**src/uvtm_pkg.sv**
```systemverilog
// Purpose: Shared constants and types for the undervoltage fault-response block.
// Assumes: 100 MHz reference clock.
// Notes:   Field positions and codes describe the undervoltage response byte.
`default_nettype none
package uvtm_pkg;
	localparam int unsigned CLK_FREQ_HZ    = 100_000_000;
	localparam int unsigned DELAY_STEP_US  = 10;
	localparam int unsigned DELAY_STEP_CYC = DELAY_STEP_US * (CLK_FREQ_HZ / 1_000_000);
	localparam int unsigned RESP_W         = 8;
	localparam int unsigned CNT_W          = 13;
	localparam int unsigned MODE_HI        = 7;
	localparam int unsigned MODE_LO        = 6;
	localparam int unsigned RETRY_HI       = 5;
	localparam int unsigned RETRY_LO       = 3;
	localparam int unsigned DELAY_HI       = 2;
	localparam int unsigned DELAY_LO       = 0;
	localparam logic [1:0]  MODE_IGNORE    = 2'h0;
	localparam logic [1:0]  MODE_DEGLITCH  = 2'h1;
	localparam logic [1:0]  MODE_SHUTDOWN  = 2'h2;
	localparam logic [1:0]  MODE_ILLEGAL   = 2'h3;
	localparam logic [2:0]  RETRY_FOREVER  = 3'h7;
	localparam logic [7:0]  RESP_RESET     = 8'h00;
	localparam logic [7:0]  TONMAX_OFF     = 8'h00;
	localparam int unsigned SYNC_W         = 3;
	localparam int unsigned SYNC_RUN       = 0;
	localparam int unsigned SYNC_UV        = 1;
	localparam int unsigned SYNC_OC        = 2;
	typedef enum logic [1:0] {ST_RUN, ST_DEGLITCH, ST_SHUT, ST_RETRY_WAIT} uvtm_state_e;
endpackage
`default_nettype wire

```
**src/uvtm_sync3.sv**
```systemverilog
// Purpose: Three-stage synchroniser for pin inputs with agreement filter.
// Assumes: Inputs are asynchronous to REF_CLK_IN.
// Notes:   A change is accepted once stages two and three agree.
`default_nettype none
`timescale 1ns/100ps
module uvtm_sync3 #(
	parameter int unsigned W = 1
) (
	input  wire logic         clk_in,    // Reference clock.
	input  wire logic         srst_in,   // Synchronous reset, active high.
	input  wire logic         en_in,     // Clock enable.
	input  wire logic [W-1:0] async_in,  // Raw pin levels.
	output logic      [W-1:0] sync_out   // Filtered synchronous levels.
);
	logic [W-1:0] s1_q;
	logic [W-1:0] s2_q;
	logic [W-1:0] s3_q;

	always_ff @(posedge clk_in) begin
		if (srst_in) begin
			s1_q     <= '0;
			s2_q     <= '0;
			s3_q     <= '0;
			sync_out <= '0;
		end else if (en_in) begin
			s1_q <= async_in;
			s2_q <= s1_q;
			s3_q <= s2_q;
			for (int i = 0; i < W; i++) begin
				if (s2_q[i] == s3_q[i]) begin
					sync_out[i] <= s3_q[i];
				end
			end
		end
	end
endmodule
`default_nettype wire

```
**src/uvtm_uv_fault_resp.sv**
```systemverilog
// Purpose: Undervoltage fault response and turn-on-timeout status for one channel.
// Assumes: Sequencer flags come from logic on REF_CLK_IN; run pin and comparators are pins.
// Notes:   SRST_IN stands for bias power removal and acts even while CLK_EN_IN is low.
// What this block does
// - UV fault sets VOUT summary and UV bit
// - UV or timeout fault raises alert unless masked
// - UV masked until all startup criteria hold
// - UV masked while channel inactive
// - UV masked during rise and fall ramps
// - Every response mode still sets status, alert
// - Mode 00 keeps regulating, ignores fault
// - Mode 01 runs for delay, then retry setting
// - Mode 10 disables output at once, then retry
// - Mode 11 write refused and flags CML
// - Retry 000-110 stays off until cleared
// - Retry 111 restarts forever until commanded off
// - Restart spacing from restart interval setting
// - Delay field counts 10 us steps, mode 01
// - UV bit clears on clear, cycle, bias
// - Timeout sets none-above, VOUT, timeout bits
// - Zero timeout response setting disables response
`default_nettype none
`timescale 1ns/100ps
module uvtm_uv_fault_resp
	import uvtm_pkg::*;
#(
	parameter int unsigned RETRY_W = 16
) (
	input  wire logic                        REF_CLK_IN,          // 100 MHz clock.
	input  wire logic                        SRST_IN,             // Sync reset, high.
	input  wire logic                        CLK_EN_IN,           // Freezes state when low.
	input  wire logic                        RESP_WR_IN,          // Response byte write.
	input  wire logic [uvtm_pkg::RESP_W-1:0] RESP_WDATA_IN,       // Response write data.
	output logic      [uvtm_pkg::RESP_W-1:0] RESP_RDATA_OUT,      // Response readback.
	input  wire logic [uvtm_pkg::RESP_W-1:0] TONMAX_RESP_IN,      // Timeout response setting.
	input  wire logic [RETRY_W-1:0]          RESTART_INTERVAL_IN, // Restart spacing, cycles.
	input  wire logic                        CLEAR_FAULTS_IN,     // Clear-faults pulse.
	input  wire logic                        OPERATION_ON_IN,     // Operation command on.
	input  wire logic                        CHANNEL_RUN_PIN_IN,  // Run pin, async.
	input  wire logic                        UV_CMP_IN,           // Output below UV limit.
	input  wire logic                        OC_CMP_IN,           // Overcurrent present.
	input  wire logic                        TON_MAX_REACHED_IN,  // Turn-on limit reached.
	input  wire logic                        TON_DELAY_DONE_IN,   // Turn-on delay done.
	input  wire logic                        TON_RISE_DONE_IN,    // Rise ramp done.
	input  wire logic                        TON_RISE_ACTIVE_IN,  // Rise ramp running.
	input  wire logic                        TOFF_FALL_ACTIVE_IN, // Fall ramp running.
	input  wire logic                        TON_MAX_FAULT_IN,    // Timeout fault pulse.
	input  wire logic                        ALERT_MASK_IN,       // Alert mask level.
	output logic                             OUTPUT_EN_OUT,       // Regulation enable.
	output logic                             UV_FAULT_OUT,        // UV fault status bit.
	output logic                             TON_MAX_FAULT_OUT,   // Timeout status bit.
	output logic                             VOUT_SUMMARY_OUT,    // Word VOUT summary bit.
	output logic                             NONE_ABOVE_OUT,      // Byte none-above bit.
	output logic                             CML_FAULT_OUT,       // Logic fault bit.
	output logic                             UV_MASKED_OUT,       // UV detection masked.
	output logic                             ALERT_N_OUT,         // Alert drive level.
	output logic                             ALERT_OE_N_OUT       // Alert enable, low drives.
);
	uvtm_state_e            state_q;
	logic [RESP_W-1:0]      resp_q;
	logic [CNT_W-1:0]       dly_cnt_q;
	logic [RETRY_W-1:0]     rty_cnt_q;
	logic [SYNC_W-1:0]      pins_s;
	logic                   active_q;
	logic                   armed_q;
	logic                   out_en_q;
	logic                   uv_flag_q;
	logic                   ton_flag_q;
	logic                   vout_sum_q;
	logic                   none_above_q;
	logic                   cml_q;
	logic                   alert_q;
	logic                   active;
	logic                   on_edge;
	logic                   uv_low;
	logic                   uv_mask;
	logic                   uv_event;
	logic                   ton_event;
	logic                   status_clr;
	logic                   bad_write;
	logic [1:0]             mode;
	logic [2:0]             retry;
	logic                   running;

	uvtm_sync3 #(
		.W(SYNC_W)
	) u_pin_sync (
		.clk_in   (REF_CLK_IN),
		.srst_in  (SRST_IN),
		.en_in    (CLK_EN_IN),
		.async_in ({OC_CMP_IN, UV_CMP_IN, CHANNEL_RUN_PIN_IN}),
		.sync_out (pins_s)
	);

	assign active     = pins_s[SYNC_RUN] & OPERATION_ON_IN;
	assign on_edge    = active & ~active_q;
	assign uv_low     = pins_s[SYNC_UV];
	assign mode       = resp_q[MODE_HI:MODE_LO];
	assign retry      = resp_q[RETRY_HI:RETRY_LO];
	assign running    = (state_q == ST_RUN) || (state_q == ST_DEGLITCH);
	assign uv_mask    = ~armed_q | ~active | TON_RISE_ACTIVE_IN | TOFF_FALL_ACTIVE_IN
		| ~running;
	assign uv_event   = uv_low & ~uv_mask;
	assign ton_event  = TON_MAX_FAULT_IN & (TONMAX_RESP_IN != TONMAX_OFF);
	assign status_clr = CLEAR_FAULTS_IN | on_edge;
	assign bad_write  = RESP_WR_IN & (RESP_WDATA_IN[MODE_HI:MODE_LO] == MODE_ILLEGAL);

	// Response byte; an illegal mode is refused and leaves the old value.
	always_ff @(posedge REF_CLK_IN) begin
		if (SRST_IN) begin
			resp_q <= RESP_RESET;
		end else if (CLK_EN_IN && RESP_WR_IN && !bad_write) begin
			resp_q <= RESP_WDATA_IN;
		end
	end

	always_ff @(posedge REF_CLK_IN) begin
		if (SRST_IN) begin
			cml_q <= 1'b0;
		end else if (CLK_EN_IN) begin
			if (bad_write) begin
				cml_q <= 1'b1;
			end else if (CLEAR_FAULTS_IN) begin
				cml_q <= 1'b0;
			end
		end
	end

	// Startup qualification: detection arms only after every startup criterion.
	always_ff @(posedge REF_CLK_IN) begin
		if (SRST_IN) begin
			active_q <= 1'b0;
			armed_q  <= 1'b0;
		end else if (CLK_EN_IN) begin
			active_q <= active;
			if (!active || !running) begin
				armed_q <= 1'b0;
			end else if (TON_MAX_REACHED_IN && TON_DELAY_DONE_IN && TON_RISE_DONE_IN
				&& !uv_low && !pins_s[SYNC_OC]) begin
				armed_q <= 1'b1;
			end
		end
	end

	// Response state machine with deglitch and restart counters.
	always_ff @(posedge REF_CLK_IN) begin
		if (SRST_IN) begin
			state_q   <= ST_RUN;
			dly_cnt_q <= '0;
			rty_cnt_q <= '0;
		end else if (CLK_EN_IN) begin
			if (!active) begin
				state_q <= ST_RUN;
			end else begin
				unique case (state_q)
					ST_RUN: begin
						if (uv_event) begin
							unique case (mode)
								MODE_DEGLITCH: begin
									state_q   <= ST_DEGLITCH;
									dly_cnt_q <= CNT_W'(resp_q[DELAY_HI:DELAY_LO])
										* CNT_W'(DELAY_STEP_CYC);
								end
								MODE_SHUTDOWN: begin
									if (retry == RETRY_FOREVER) begin
										state_q   <= ST_RETRY_WAIT;
										rty_cnt_q <= RESTART_INTERVAL_IN;
									end else begin
										state_q <= ST_SHUT;
									end
								end
								default: state_q <= ST_RUN;
							endcase
						end
					end
					ST_DEGLITCH: begin
						if (dly_cnt_q != '0) begin
							dly_cnt_q <= dly_cnt_q - CNT_W'(1);
						end else if (uv_low && !uv_mask) begin
							if (retry == RETRY_FOREVER) begin
								state_q   <= ST_RETRY_WAIT;
								rty_cnt_q <= RESTART_INTERVAL_IN;
							end else begin
								state_q <= ST_SHUT;
							end
						end else begin
							state_q <= ST_RUN;
						end
					end
					ST_SHUT: begin
						if (CLEAR_FAULTS_IN) begin
							state_q <= ST_RUN;
						end
					end
					ST_RETRY_WAIT: begin
						if (rty_cnt_q != '0) begin
							rty_cnt_q <= rty_cnt_q - RETRY_W'(1);
						end else begin
							state_q <= ST_RUN;
						end
					end
				endcase
			end
		end
	end

	always_ff @(posedge REF_CLK_IN) begin
		if (SRST_IN) begin
			out_en_q <= 1'b0;
		end else if (CLK_EN_IN) begin
			out_en_q <= active && running
				&& !(state_q == ST_RUN && uv_event && mode == MODE_SHUTDOWN);
		end
	end

	// Status bits: a new event in the clearing cycle wins over the clear.
	always_ff @(posedge REF_CLK_IN) begin
		if (SRST_IN) begin
			uv_flag_q    <= 1'b0;
			ton_flag_q   <= 1'b0;
			vout_sum_q   <= 1'b0;
			none_above_q <= 1'b0;
		end else if (CLK_EN_IN) begin
			if (uv_event) begin
				uv_flag_q <= 1'b1;
			end else if (status_clr) begin
				uv_flag_q <= 1'b0;
			end
			if (ton_event) begin
				ton_flag_q   <= 1'b1;
				none_above_q <= 1'b1;
			end else if (status_clr) begin
				ton_flag_q   <= 1'b0;
				none_above_q <= 1'b0;
			end
			if (uv_event || ton_event) begin
				vout_sum_q <= 1'b1;
			end else if (status_clr) begin
				vout_sum_q <= 1'b0;
			end
		end
	end

	always_ff @(posedge REF_CLK_IN) begin
		if (SRST_IN) begin
			alert_q <= 1'b0;
		end else if (CLK_EN_IN) begin
			if ((uv_event || ton_event) && !ALERT_MASK_IN) begin
				alert_q <= 1'b1;
			end else if (status_clr) begin
				alert_q <= 1'b0;
			end
		end
	end

	assign RESP_RDATA_OUT    = resp_q;
	assign OUTPUT_EN_OUT     = out_en_q;
	assign UV_FAULT_OUT      = uv_flag_q;
	assign TON_MAX_FAULT_OUT = ton_flag_q;
	assign VOUT_SUMMARY_OUT  = vout_sum_q;
	assign NONE_ABOVE_OUT    = none_above_q;
	assign CML_FAULT_OUT     = cml_q;
	assign UV_MASKED_OUT     = uv_mask;
	assign ALERT_N_OUT       = 1'b0;
	assign ALERT_OE_N_OUT    = ~alert_q;
endmodule
`default_nettype wire

```
**config.mk**
```make
export PLATFORM = sky130hd
export DESIGN_NAME = uvtm_uv_fault_resp
export DESIGN_NICKNAME = d
export VERILOG_FILES = /design/src/uvtm_pkg.sv /design/src/uvtm_sync3.sv /design/src/uvtm_uv_fault_resp.sv
export SDC_FILE = /design/constraint.sdc
export NUM_CORES = 1
export LEC_CHECK = 0
export ABC_AREA = 1
export BUFFER_PORTS_ARGS = -buffer_cell sky130_fd_sc_hd__buf_2
export CELL_PAD_IN_SITES_DETAIL_PLACEMENT = 1
export CELL_PAD_IN_SITES_GLOBAL_PLACEMENT = 2
export CORE_UTILIZATION = 27
export CTS_CLUSTER_DIAMETER = 100
export DETAILED_ROUTE_END_ITERATION = 8
export HOLD_SLACK_MARGIN = 0.02
export PLACE_DENSITY_LB_ADDON = 0.1
export SLEW_MARGIN = 20
export SYNTH_ARGS = -nofsm -noshare
export SYNTH_HDL_FRONTEND = slang
export SYNTH_SLANG_ARGS = --single-unit
```
**constraint.sdc**
```tcl
create_clock -name REF_CLK_IN -period 2.4 [get_ports REF_CLK_IN]
set_input_delay 0.24 -clock REF_CLK_IN [delete_from_list [all_inputs] [get_ports REF_CLK_IN]]
set_output_delay 0.24 -clock REF_CLK_IN [all_outputs]
set_load 0.02 [all_outputs]
```
==> out/summary.md, run 1 <==
* flip-flop — crit start category
* 18400 um — global-route wire length before repair
* 2 — maximum fanout encountered on the critical timing path
* 9 — CTS buffer count
* 1752 — fill cell total of the finished layout
* nand2_1, nor2_1, buf_2, o21ai_0, dfxtp_1 — most used cells in the layout excluding fill and tap cells
* 0.195 — share of final-layout standard cells stronger than drive strength 1
* 0 — async set or reset register ratio after synthesis
* 433 MHz — max frequency
* 0.381 mV — highest ir drop seen on vdd
* 118 um — DIE HEIGHT
* 0 — number of flops mapped to enable cells by yosys
* 2.67 ns — required time of the worst setup path
* 0.00796 ns — largest clock skew in the final design
* 582 nW/um^2 — power density over cell area
* 0.963 — post-route clock period utilization
* 0 — Synth warnings
* 6.36 sq um — post-synthesis average cell area
* 4 — iteration count of the initial detailed-routing pass
* fa_1 — Slowest-stage cell, CP
* 0 — number of design rule violations left after detail routing
* 63 — Port Buf Inserts
* 0 — post-route ant nets
* 8400 um — Detail Placement HPWL
* 42 — num rows
* finished, final reports clean — status
* inv_2 > fa_1 > nand2_1 > and2_4 > ha_2 > inv_1 > nand2_2 > fa_2 > nand2_1 > inv_1 > o21ai_1 > nand2_1 > a21oi_2 — chain of cells forming the critical path
* 13.7 um — Avg WL per Cell
* 641 — nets in the synthesized netlist
* 14000 sq um — Die Footprint
* 2.31 ns — post-layout minimum cycle time
* 0.05 ns — clock-pin slew of the registers on the worst-case setup and hold paths
* 11300 um — final WL
* 3 — total number of H-tree levels
* 0 — antenna violations before repair
* 0 — number of max-cap violations
* 24.5% — area growth from synthesis to layout
* 0 — Remaining Overflow, GRT
* 2.58 ns — WP data arrival
* RESP_RDATA_OUT[0] — Worst R2R Start
* 0.09 ns — register-to-register path setup slack
* 59 — flip-flop and latch count after synthesis
* 0 — max-slew violation count
* clkbuf_16 — clock tree root buffer cell
* RESP_RDATA_OUT[0] — worst setup path startpoint
* 3660 sq um — mapped cell area
* 59 — sink count of the clock tree
* 575 — Syn Inst Count
* 826 — Final Instance Count excl. Fillers
* 0 — final setup fails
* 0.774 — final weighted congestion in routability-driven placement
* 711 — final net count
* 809 — number of instances in the placed design
* 36 — number of distinct standard cells referenced by the synthesized netlist
* flip-flop — Critical Path Sink Type
* 91 — number of violations reported at the end of detailed-routing iteration 0
* 2.65 mW — Pwr Total
* 4210 sq um — placed cell areas
* 0.167 — overall routing resource usage
* 2 — clock tree buffer depth
* 65 — number of top-level pins
* 3860 — number of global-route vias before repair
* 2.29 nW — total leakage power
* 13200 sq um — core region area
* 4.65 — average via count per standard cell
* built — clock tree from TritonCTS
* nand2_1 — leading cell type in the layout, fill and taps excluded
* 0 — hold violation total from the final report
* 4560 sq um — design area
* 1190 sq um — area occupied by registers
* 0 — Antenna Cells
* 118 um — Die Wd
* 0.323 — proportion of synthesized chip area in sequential cells
* 2180 sq um — area taken by multi-input logic gates
* flip-flop to flip-flop — Worst Setup Path Type
* 0.130 ns — Final Hold Slack
* dfxtp_1 — top flip-flop cell by instance count after synthesis
* input port to flip-flop — class of the most critical hold timing path
* nand2_1 — Top cell by count, worst path
* true — RSZ-0062 raised after global routing
* 0.276 — initial core utilization
* 0.57 ns — maximum single-stage delay on the critical path
* 29 — pin count of the biggest net entering global routing
* 3837 — vias after detailed routing
* 0.34 ns — worst-skew pair later-pin latency
* RESP_WDATA_IN[3] — hold_sp
where the power goes:
group | total (mW) | internal (mW) | switching, mW | leakage (nW)
logic | 0.315 | 0.129 | 0.186 | 1.67
registers | 1.02 | 1.00 | 0.0149 | 0.481
clock network | 1.32 | 0.835 | 0.482 | 0.142
critical path: cells and delay by family, from the launching register on:
kind / cells / cell delay [ns]
compound gates: 2 / 0.21
fa+ha+maj: 3 / 1.10
buf+inv: 3 / 0.15
flops: 1 / 0.34
simple gates: 5 / 0.45
synth_stat cells (2+ instances only):
library cell / number / share of area
buf_4: 2 / 0.0041
dfxtp_1: 59 / 0.32
nor4_1: 3 / 0.0051
nand4_1: 2 / 0.0034
ha_1: 15 / 0.051
o21ai_0: 64 / 0.088
a21oi_1: 41 / 0.056
buf_6: 3 / 0.0092
xnor2_1: 3 / 0.0072
and2_1: 2 / 0.0034
fa_1: 3 / 0.016
xor2_1: 3 / 0.0072
or2_2: 3 / 0.0051
nand2_1: 139 / 0.14
buf_2: 5 / 0.0068
nand2_2: 2 / 0.0034
nand3_2: 3 / 0.0082
nor2_1: 103 / 0.11
clkbuf_1: 11 / 0.011
inv_2: 3 / 0.0031
inv_1: 54 / 0.055
nor2_2: 5 / 0.0085
nor3_1: 7 / 0.0096
a31oi_1: 2 / 0.0034
nand3_1: 27 / 0.037
registers in the layout (all words and copies together) (netlist names), 2 cells and up:
register and cells:
u_pin_sync.s3_q 3, u_pin_sync.s2_q 3, dly_cnt_q 13, u_pin_sync.sync_out 3, RESP_RDATA_OUT 8, u_pin_sync.s1_q 3, rty_cnt_q 16, state_q 2
layer usage:
layer | track usage | vias up | routed length, um
met4 | 0.0530 | 0 | 156
met2 | 0.276 | 55 | 5230
met1 | 0.207 | 1793 | 5460
met5 | 0 | - | 0
met3 | 0.0483 | 10 | 434
li1 | - | 1979 | -
kinds of logic after synthesis:
| kind of cell | Yosys count | share of synthesized area |
|---|---|---|
| buffers and inverters | 78 | 0.0899 |
| AOI/OAI and AO/OA | 113 | 0.160 |
| other | 1 | 0.00102 |
| DFF | 59 | 0.323 |
| xor gates and xnor gates | 6 | 0.0144 |
| adders and majority gates | 18 | 0.0677 |
| and+or+nand+nor | 300 | 0.345 |
path summary, 6_finish.rpt:
| path | endpoint | cells past startpoint |
|---|---|---|
| worst max register to register | dly_cnt_q[10] | 13 |
| worst min register to register | CML_FAULT_OUT | 2 |
| worst min-delay path | RESP_RDATA_OUT[3] | 3 |
| worst max-delay path | dly_cnt_q[10] | 13 |
through the flow:
stage | TNS [ns] | setup slack, ns | util
finish | 0 | 0.0897 | 0.344
global placement | 0 | 0.0529 | 0.318
detailed placement | 0 | 0.00178 | 0.318
global route | -0.0356 | -0.0356 | 0.344
floorplan | 0 | 0.00505 | -
CTS | 0 | 0.00483 | 0.341
repair_timing:
| action | in CTS | in global routing |
|---|---|---|
| buffers inserted | 0 | 1 |
| hold buffers | 0 | 0 |
| gates cloned | 0 | 0 |
| pin swaps | 1 | 5 |
| setup endpoints to repair | 1 | 4 |
| gates resized for setup | 1 | 10 |
layout make-up:
class	instances	area share
inverter	57	0.0470
tap	176	0.0483
clock inverter	5	0.0137
clock buffer	11	0.0533
sequential	59	0.261
timing repair buffer	80	0.0972
multi-input combinational	438	0.479
Power figures use the tool's default switching activity.
==> run 2: changes to the inputs <==
- SETUP_SLACK_MARGIN: unset -> 0.1
==> run 2 against run 1 <==
Design area is 0.41% higher. Largest power group unchanged. Power decreased by 3.1%. Critical endpoint unchanged. Sequential share of layout area shrank 0.053 points. Die area unchanged.
==> out/summary.md, run 2 (same netlist as run 1, synthesis figures left out) <==
* 14000 sq um — Die Footprint
* 4 — iteration count of the initial detailed-routing pass
* 3933 — number of global-route vias before repair
* 148 — number of violations reported at the end of detailed-routing iteration 0
* 0 — hold violation total from the final report
* 0.204 — share of final-layout standard cells stronger than drive strength 1
* 0 — number of design rule violations left after detail routing
* 0 — Remaining Overflow, GRT
* 2.67 ns — required time of the worst setup path
* 714 — final net count
* 0.0934 ns — slack of the critical path
* 118 um — Die Wd
* 0.177 — overall routing resource usage
* 0.276 — initial core utilization
* 0.34 ns — worst-skew pair later-pin latency
* inv_4 > fa_1 > nand2_1 > and2_4 > ha_4 > inv_2 > nand2_2 > fa_2 > nand2_1 > inv_1 > o21ai_1 > nand2_1 > a21oi_1 — chain of cells forming the critical path
* 0.760 — final weighted congestion in routability-driven placement
* 118 um — DIE HEIGHT
* 2.31 ns — post-layout minimum cycle time
* built — clock tree from TritonCTS
* flip-flop — Critical Path Sink Type
* 3 — total number of H-tree levels
* 19600 um — global-route wire length before repair
* 434 MHz — max frequency
* 2.58 ns — WP data arrival
* 63 — Port Buf Inserts
* 4.62 — average via count per standard cell
* 0 — number of max-cap violations
* 802 — number of instances in the placed design
* 2.57 mW — Pwr Total
* 8420 um — Detail Placement HPWL
* 561 nW/um^2 — power density over cell area
* finished, final reports clean — status
* nand2_1, nor2_1, buf_2, o21ai_0, dfxtp_1 — most used cells in the layout excluding fill and tap cells
* true — RSZ-0062 raised after global routing
* 14.1 um — Avg WL per Cell
* fa_1 — Slowest-stage cell, CP
* 0 — final setup fails
* 2.30 nW — total leakage power
* flip-flop — crit start category
* 13200 sq um — core region area
* 0.06 ns — clock-pin slew of the registers on the worst-case setup and hold paths
* 0.57 ns — maximum single-stage delay on the critical path
* 65 — number of top-level pins
* 0 — post-route ant nets
* 59 — sink count of the clock tree
* 0.00611 ns — largest clock skew in the final design
* 829 — Final Instance Count excl. Fillers
* clkbuf_16 — clock tree root buffer cell
* 36 — pin count of the biggest net entering global routing
* 0 — Antenna Cells
* 25.0% — area growth from synthesis to layout
* 3831 — vias after detailed routing
* rty_cnt_q — largest register by flop count
* 42 — num rows
* 4570 sq um — design area
* 0 — max-slew violation count
* 11600 um — final WL
* flip-flop to flip-flop — Worst Setup Path Type
* 16 — flip-flop count of the largest register after layout
* nand2_1 — leading cell type in the layout, fill and taps excluded
* 3 — maximum fanout encountered on the critical timing path
* input port to flip-flop — class of the most critical hold timing path
* nand2_1 — Top cell by count, worst path
* 0.961 — post-route clock period utilization
* 0 ns — TNS Setup
* 0.315 mV — highest ir drop seen on vdd
* 4180 sq um — placed cell areas
* 2 — clock tree buffer depth
* 9 — CTS buffer count
* 0.09 ns — register-to-register path setup slack
* 0 — antenna violations before repair
* 0.00940 ns — post-placement worst setup slack
==> run 2: metal layers <==
layer	GRT usage	wire, um	part of all wire	vias to the layer above
met5	0	0	0	-
met4	0.0483	136	0.012	0
met3	0.0487	383	0.033	11
met2	0.287	5340	0.46	48
met1	0.230	5790	0.50	1788
li1	-	-	-	1984
==> run 2: worst max-delay path, delay by kind of cell, from the launching register on <==
kind | cells | cell delay (ns)
adders and majority gates | 3 | 1.06
and+or+nand+nor | 5 | 0.45
DFF | 1 | 0.35
AOI/OAI and AO/OA | 2 | 0.25
buffers and inverters | 3 | 0.12
==> run 2: worst paths after layout <==
kind | startpoint | end | cells past startpoint
setup / recovery | RESP_RDATA_OUT[0] | dly_cnt_q[10] | 13
hold / removal | CHANNEL_RUN_PIN_IN | u_pin_sync.s1_q[0] | 3
setup reg to reg | RESP_RDATA_OUT[0] | dly_cnt_q[10] | 13
hold reg to reg | alert_q | alert_q | 2
==> run 2: final cells by class <==
| cell class | count | area (sq um) |
|---|---|---|
| Clock buffer | 9 | 225 |
| Clock inverter | 7 | 53.8 |
| Fill cell | 1741 | 8670 |
| Inverter | 57 | 216 |
| Multi-Input combinational cell | 438 | 2190 |
| Sequential cell | 59 | 1190 |
| Tap cell | 176 | 220 |
| Timing Repair Buffer | 83 | 478 |
==> run 2: power by group <==
group | internal (mW) | switching (mW)
logic | 0.146 | 0.197
clock network | 0.704 | 0.504
registers | 1.00 | 0.0144
==> run 2: what timing repair did <==
item                                    CTS  global route
gates resized for setup                   5             4
pin swaps                                 5             9
buffers inserted                          7             4
endpoints found under the setup margin    4             4
hold buffers                              0             0
==> run 2: per-stage QoR <==
| step | hold WS, ns | util |
|---|---|---|
| floorplan | 0.375 | - |
| global placement | 0.452 | 0.316 |
| detailed placement | 0.457 | 0.316 |
| CTS | 0.109 | 0.342 |
| global route | 0.123 | 0.345 |
| finish | 0.119 | 0.345 |
==> run 3: changes to the inputs <==
- ABC_AREA: 1 -> unset
- CORE_UTILIZATION: 27 -> 30
==> run 3 against run 2 <==
The run now ends with design-rule violations, negative setup slack left. Combinational power shrank 29%. Sequential cell count is the same. Die area shrank 10%. Routed wire length grew 2.9%. Synthesized area shrank 0.41%. Critical path depth shrank 3. Synthesized cell count shrank 22%. Cell count shrank 17%. Design area grew 6.4%. Clock power grew 11%. Register-to-register slack lost 0.19 ns. Critical path type unchanged. Sequential power is essentially flat.
==> out/summary.md, run 3 <==
* compound AO/OA/AOI/OAI gates — main combinational cell family by area after synthesis
* 12000 um — final WL
* complete, but fails checks — status
* 0 — number of max-cap violations
* 16 — flip-flop count of the largest register after layout
* 33.5% — area growth from synthesis to layout
* 0.34 ns — worst-skew pair later-pin latency
* 8.14 sq um — post-synthesis average cell area
* 0.242 — switching share of power
* clkbuf_16 — clock tree root buffer cell
* 1.04 — post-route clock period utilization
* 0.05 ns — clock-pin slew of the registers on the worst-case setup and hold paths
* 4870 sq um — design area
* 12600 sq um — Die Footprint
* 3 — maximum fanout encountered on the critical timing path
* 19500 um — global-route wire length before repair
* 2 — final setup fails
* flip-flop — Critical Path Sink Type
* 17.4 um — Avg WL per Cell
* 0 — async set or reset register ratio after synthesis
* 0.00240 — xor and xnor area share after synthesis
* 2.04 nW — total leakage power
* 0.419 — final core occ
* 0.389 — proportion of power drawn by flip-flops and latches
* 3640 sq um — mapped cell area
* buf_2, dfxtp_1, nor2_1, a21oi_1, buf_4 — most used cells in the layout excluding fill and tap cells
* 0.321 — share of final-layout standard cells stronger than drive strength 1
* 0.314 — initial core utilization
* dfxtp_1, nor2_1, a21oi_1, nand2_1, inv_1 — most frequent cells after synthesis
* -0.168 ns — TNS Setup
* 0 — hold violation total from the final report
* 0.00496 ns — largest clock skew in the final design
* 0.0498 — proportion of synthesized area in mux cells
* flip-flop — crit start category
* 2 — clock tree buffer depth
* 112 um — Die Wd
* dfxtp_1 — cell with the most instances after synthesis
* 0.651 — slew margin rel.
* built — clock tree from TritonCTS
* 0 — max-slew violation count
* dfxtp_1 — top flip-flop cell by instance count after synthesis
* 4300 sq um — placed cell areas
* 0 — antenna violations before repair
* 11600 sq um — core region area
* dfxtp_1 — largest area contributor in the netlist
* 2 — number of design rule violations left after detail routing
* input port to flip-flop — class of the most critical hold timing path
* 0.094 — Comb pwr share
* design-rule violations, negative setup slack — failing checks
* 0 — CTS hold repair buffers
* 0.518 — part of the power in the clock network
* 0 — number of flops mapped to enable cells by yosys
* 0 — Remaining Overflow, GRT
* 0.194 — overall routing resource usage
* 0.60 ns — maximum single-stage delay on the critical path
* 0.790 — final weighted congestion in routability-driven placement
* 6 — iteration count of the initial detailed-routing pass
* 2.59 mW — Pwr Total
* true — RSZ-0062 raised after global routing
* inv_2 > fa_2 > nand2b_1 > nor2b_1 > ha_2 > or2_4 > fa_2 > xnor2_1 > a211o_1 > a21oi_2 — chain of cells forming the critical path
* 0.522 ns — transition at the pin with the smallest max-transition slack
* 67 — number of distinct standard cells referenced by the synthesized netlist
* 401 MHz — max frequency
* 0.140 ns — Final Hold Slack
* 59 — sink count of the clock tree
* 0.0680 — share of synthesized cell area in full adder, half adder and majority cells
* buf_2 — leading cell type in the layout, fill and taps excluded
* 65 — number of top-level pins
* 59 — flip-flop and latch count after synthesis
* 662 — number of instances in the placed design
* 130 — number of violations reported at the end of detailed-routing iteration 0
* 689 — Final Instance Count excl. Fillers
* 2.67 ns — required time of the worst setup path
* 0 — post-route ant nets
* 0.324 — area share of the leading cell type in the synthesized netlist
* 0.324 — proportion of synthesized chip area in sequential cells
* 9 — CTS buffer count
* dfxtp_1, a21oi_1, nor2_1 — biggest area contributors in the synthesized netlist
* 0.626 mW — switching pwr
* fa_2 — Slowest-stage cell, CP
* 2.49 ns — post-layout minimum cycle time
* 44 — pin count of the biggest net entering global routing
* 531 nW/um^2 — power density over cell area
* 5.53 — average via count per standard cell
* 8260 um — Detail Placement HPWL
* flip-flop to flip-flop — Worst Setup Path Type
* rty_cnt_q — largest register by flop count
* 0.220 — post-synthesis share of cell area spent on and, or, nand and nor gates
* -0.136 ns — post-placement worst setup slack
* 3 — total number of H-tree levels
* 39 — num rows
* fa_2 — Top cell by count, worst path
* 63 — Port Buf Inserts
* 607 — final net count
* 2.77 ns — WP data arrival
* 112 um — DIE HEIGHT
* 1.96 mW — Power Internal
* 0 — Antenna Cells
* 0.447 mV — highest ir drop seen on vdd
* 0 — Synth warnings
* 448 — Syn Inst Count
* 514 — nets in the synthesized netlist
* 3951 — number of global-route vias before repair
* 0.274 — post-synthesis compound-gate area fraction
* 3808 — vias after detailed routing
* -0.0941 ns — slack of the critical path
## run 3: changes by cell type after synthesis, moves of 7 or more
cell | before | now
nand2_1 | 139 | 34
nor2_1 | 103 | 51
nand3_1 | 27 | 8
o21ai_0 | 64 | 15
nor4_1 | 3 | 10
o31ai_1 | 0 | 15
mux2i_1 | 0 | 17
inv_1 | 54 | 19
clkbuf_1 | 11 | 18
a31oi_1 | 2 | 10
## run 3: timing repair
item	CTS	global route
gates cloned	0	2
resized for setup	12	28
pin swaps	7	18
setup buffers	3	6
setup endpoints to repair	11	26
## run 3: path summary, 6_finish.rpt
check	startpoint	end	slack, ns	cells after the start
worst max register to register	RESP_RDATA_OUT[2]	dly_cnt_q[10]	-0.09	10
worst max-delay path	RESP_RDATA_OUT[2]	dly_cnt_q[10]	-0.09	10
worst min-delay path	OC_CMP_IN	u_pin_sync.s1_q[2]	0.14	3
worst min register to register	VOUT_SUMMARY_OUT	VOUT_SUMMARY_OUT	0.45	2
## run 3: final cells by class
class | count | area (sq um)
Sequential cell | 59 | 1190
Timing Repair Buffer | 109 | 684
Tap cell | 143 | 179
Multi-Input combinational cell | 343 | 2430
Fill cell | 1413 | 6750
Inverter | 19 | 71.3
Clock buffer | 11 | 254
Clock inverter | 5 | 50.0
## run 3: cells by family (layout without fill, tap and decap cells)
family / Yosys count / in the layout
AOI/OAI and AO/OA: 145 / 146
xor gates and xnor gates: 1 / 1
adders and majority gates: 18 / 18
buffers and inverters: 48 / 144
DFF: 59 / 59
muxes: 18 / 18
other: 1 / 1
and+or+nand+nor: 158 / 159
## run 3: power groups by stage
stage,combinational [mW],sequential (mW),clock [mW]
after floorplan,0.117,1.04,0
after detailed placement,0.227,1.03,0
after global routing,0.271,1.01,1.41
after global placement,0.224,1.03,0
final,0.242,1.00,1.34
after CTS,0.234,1.01,1.37
## run 3: critical path: cells and delay by family, from the launching register on
kind	cells	cell delay, ns
AOI/OAI and AO/OA	2	0.37
xor gates and xnor gates	1	0.14
and+or+nand+nor	3	0.43
adders and majority gates	3	1.11
DFF	1	0.35
buffers and inverters	1	0.04
## run 3: per-layer routing
metal / wire length, um / GRT usage / part of all wire
met1: 5610 / 0.251 / 0.47
met2: 5900 / 0.328 / 0.49
met3: 352 / 0.0308 / 0.029
met4: 114 / 0.0676 / 0.0095
met5: 0 / 0 / 0
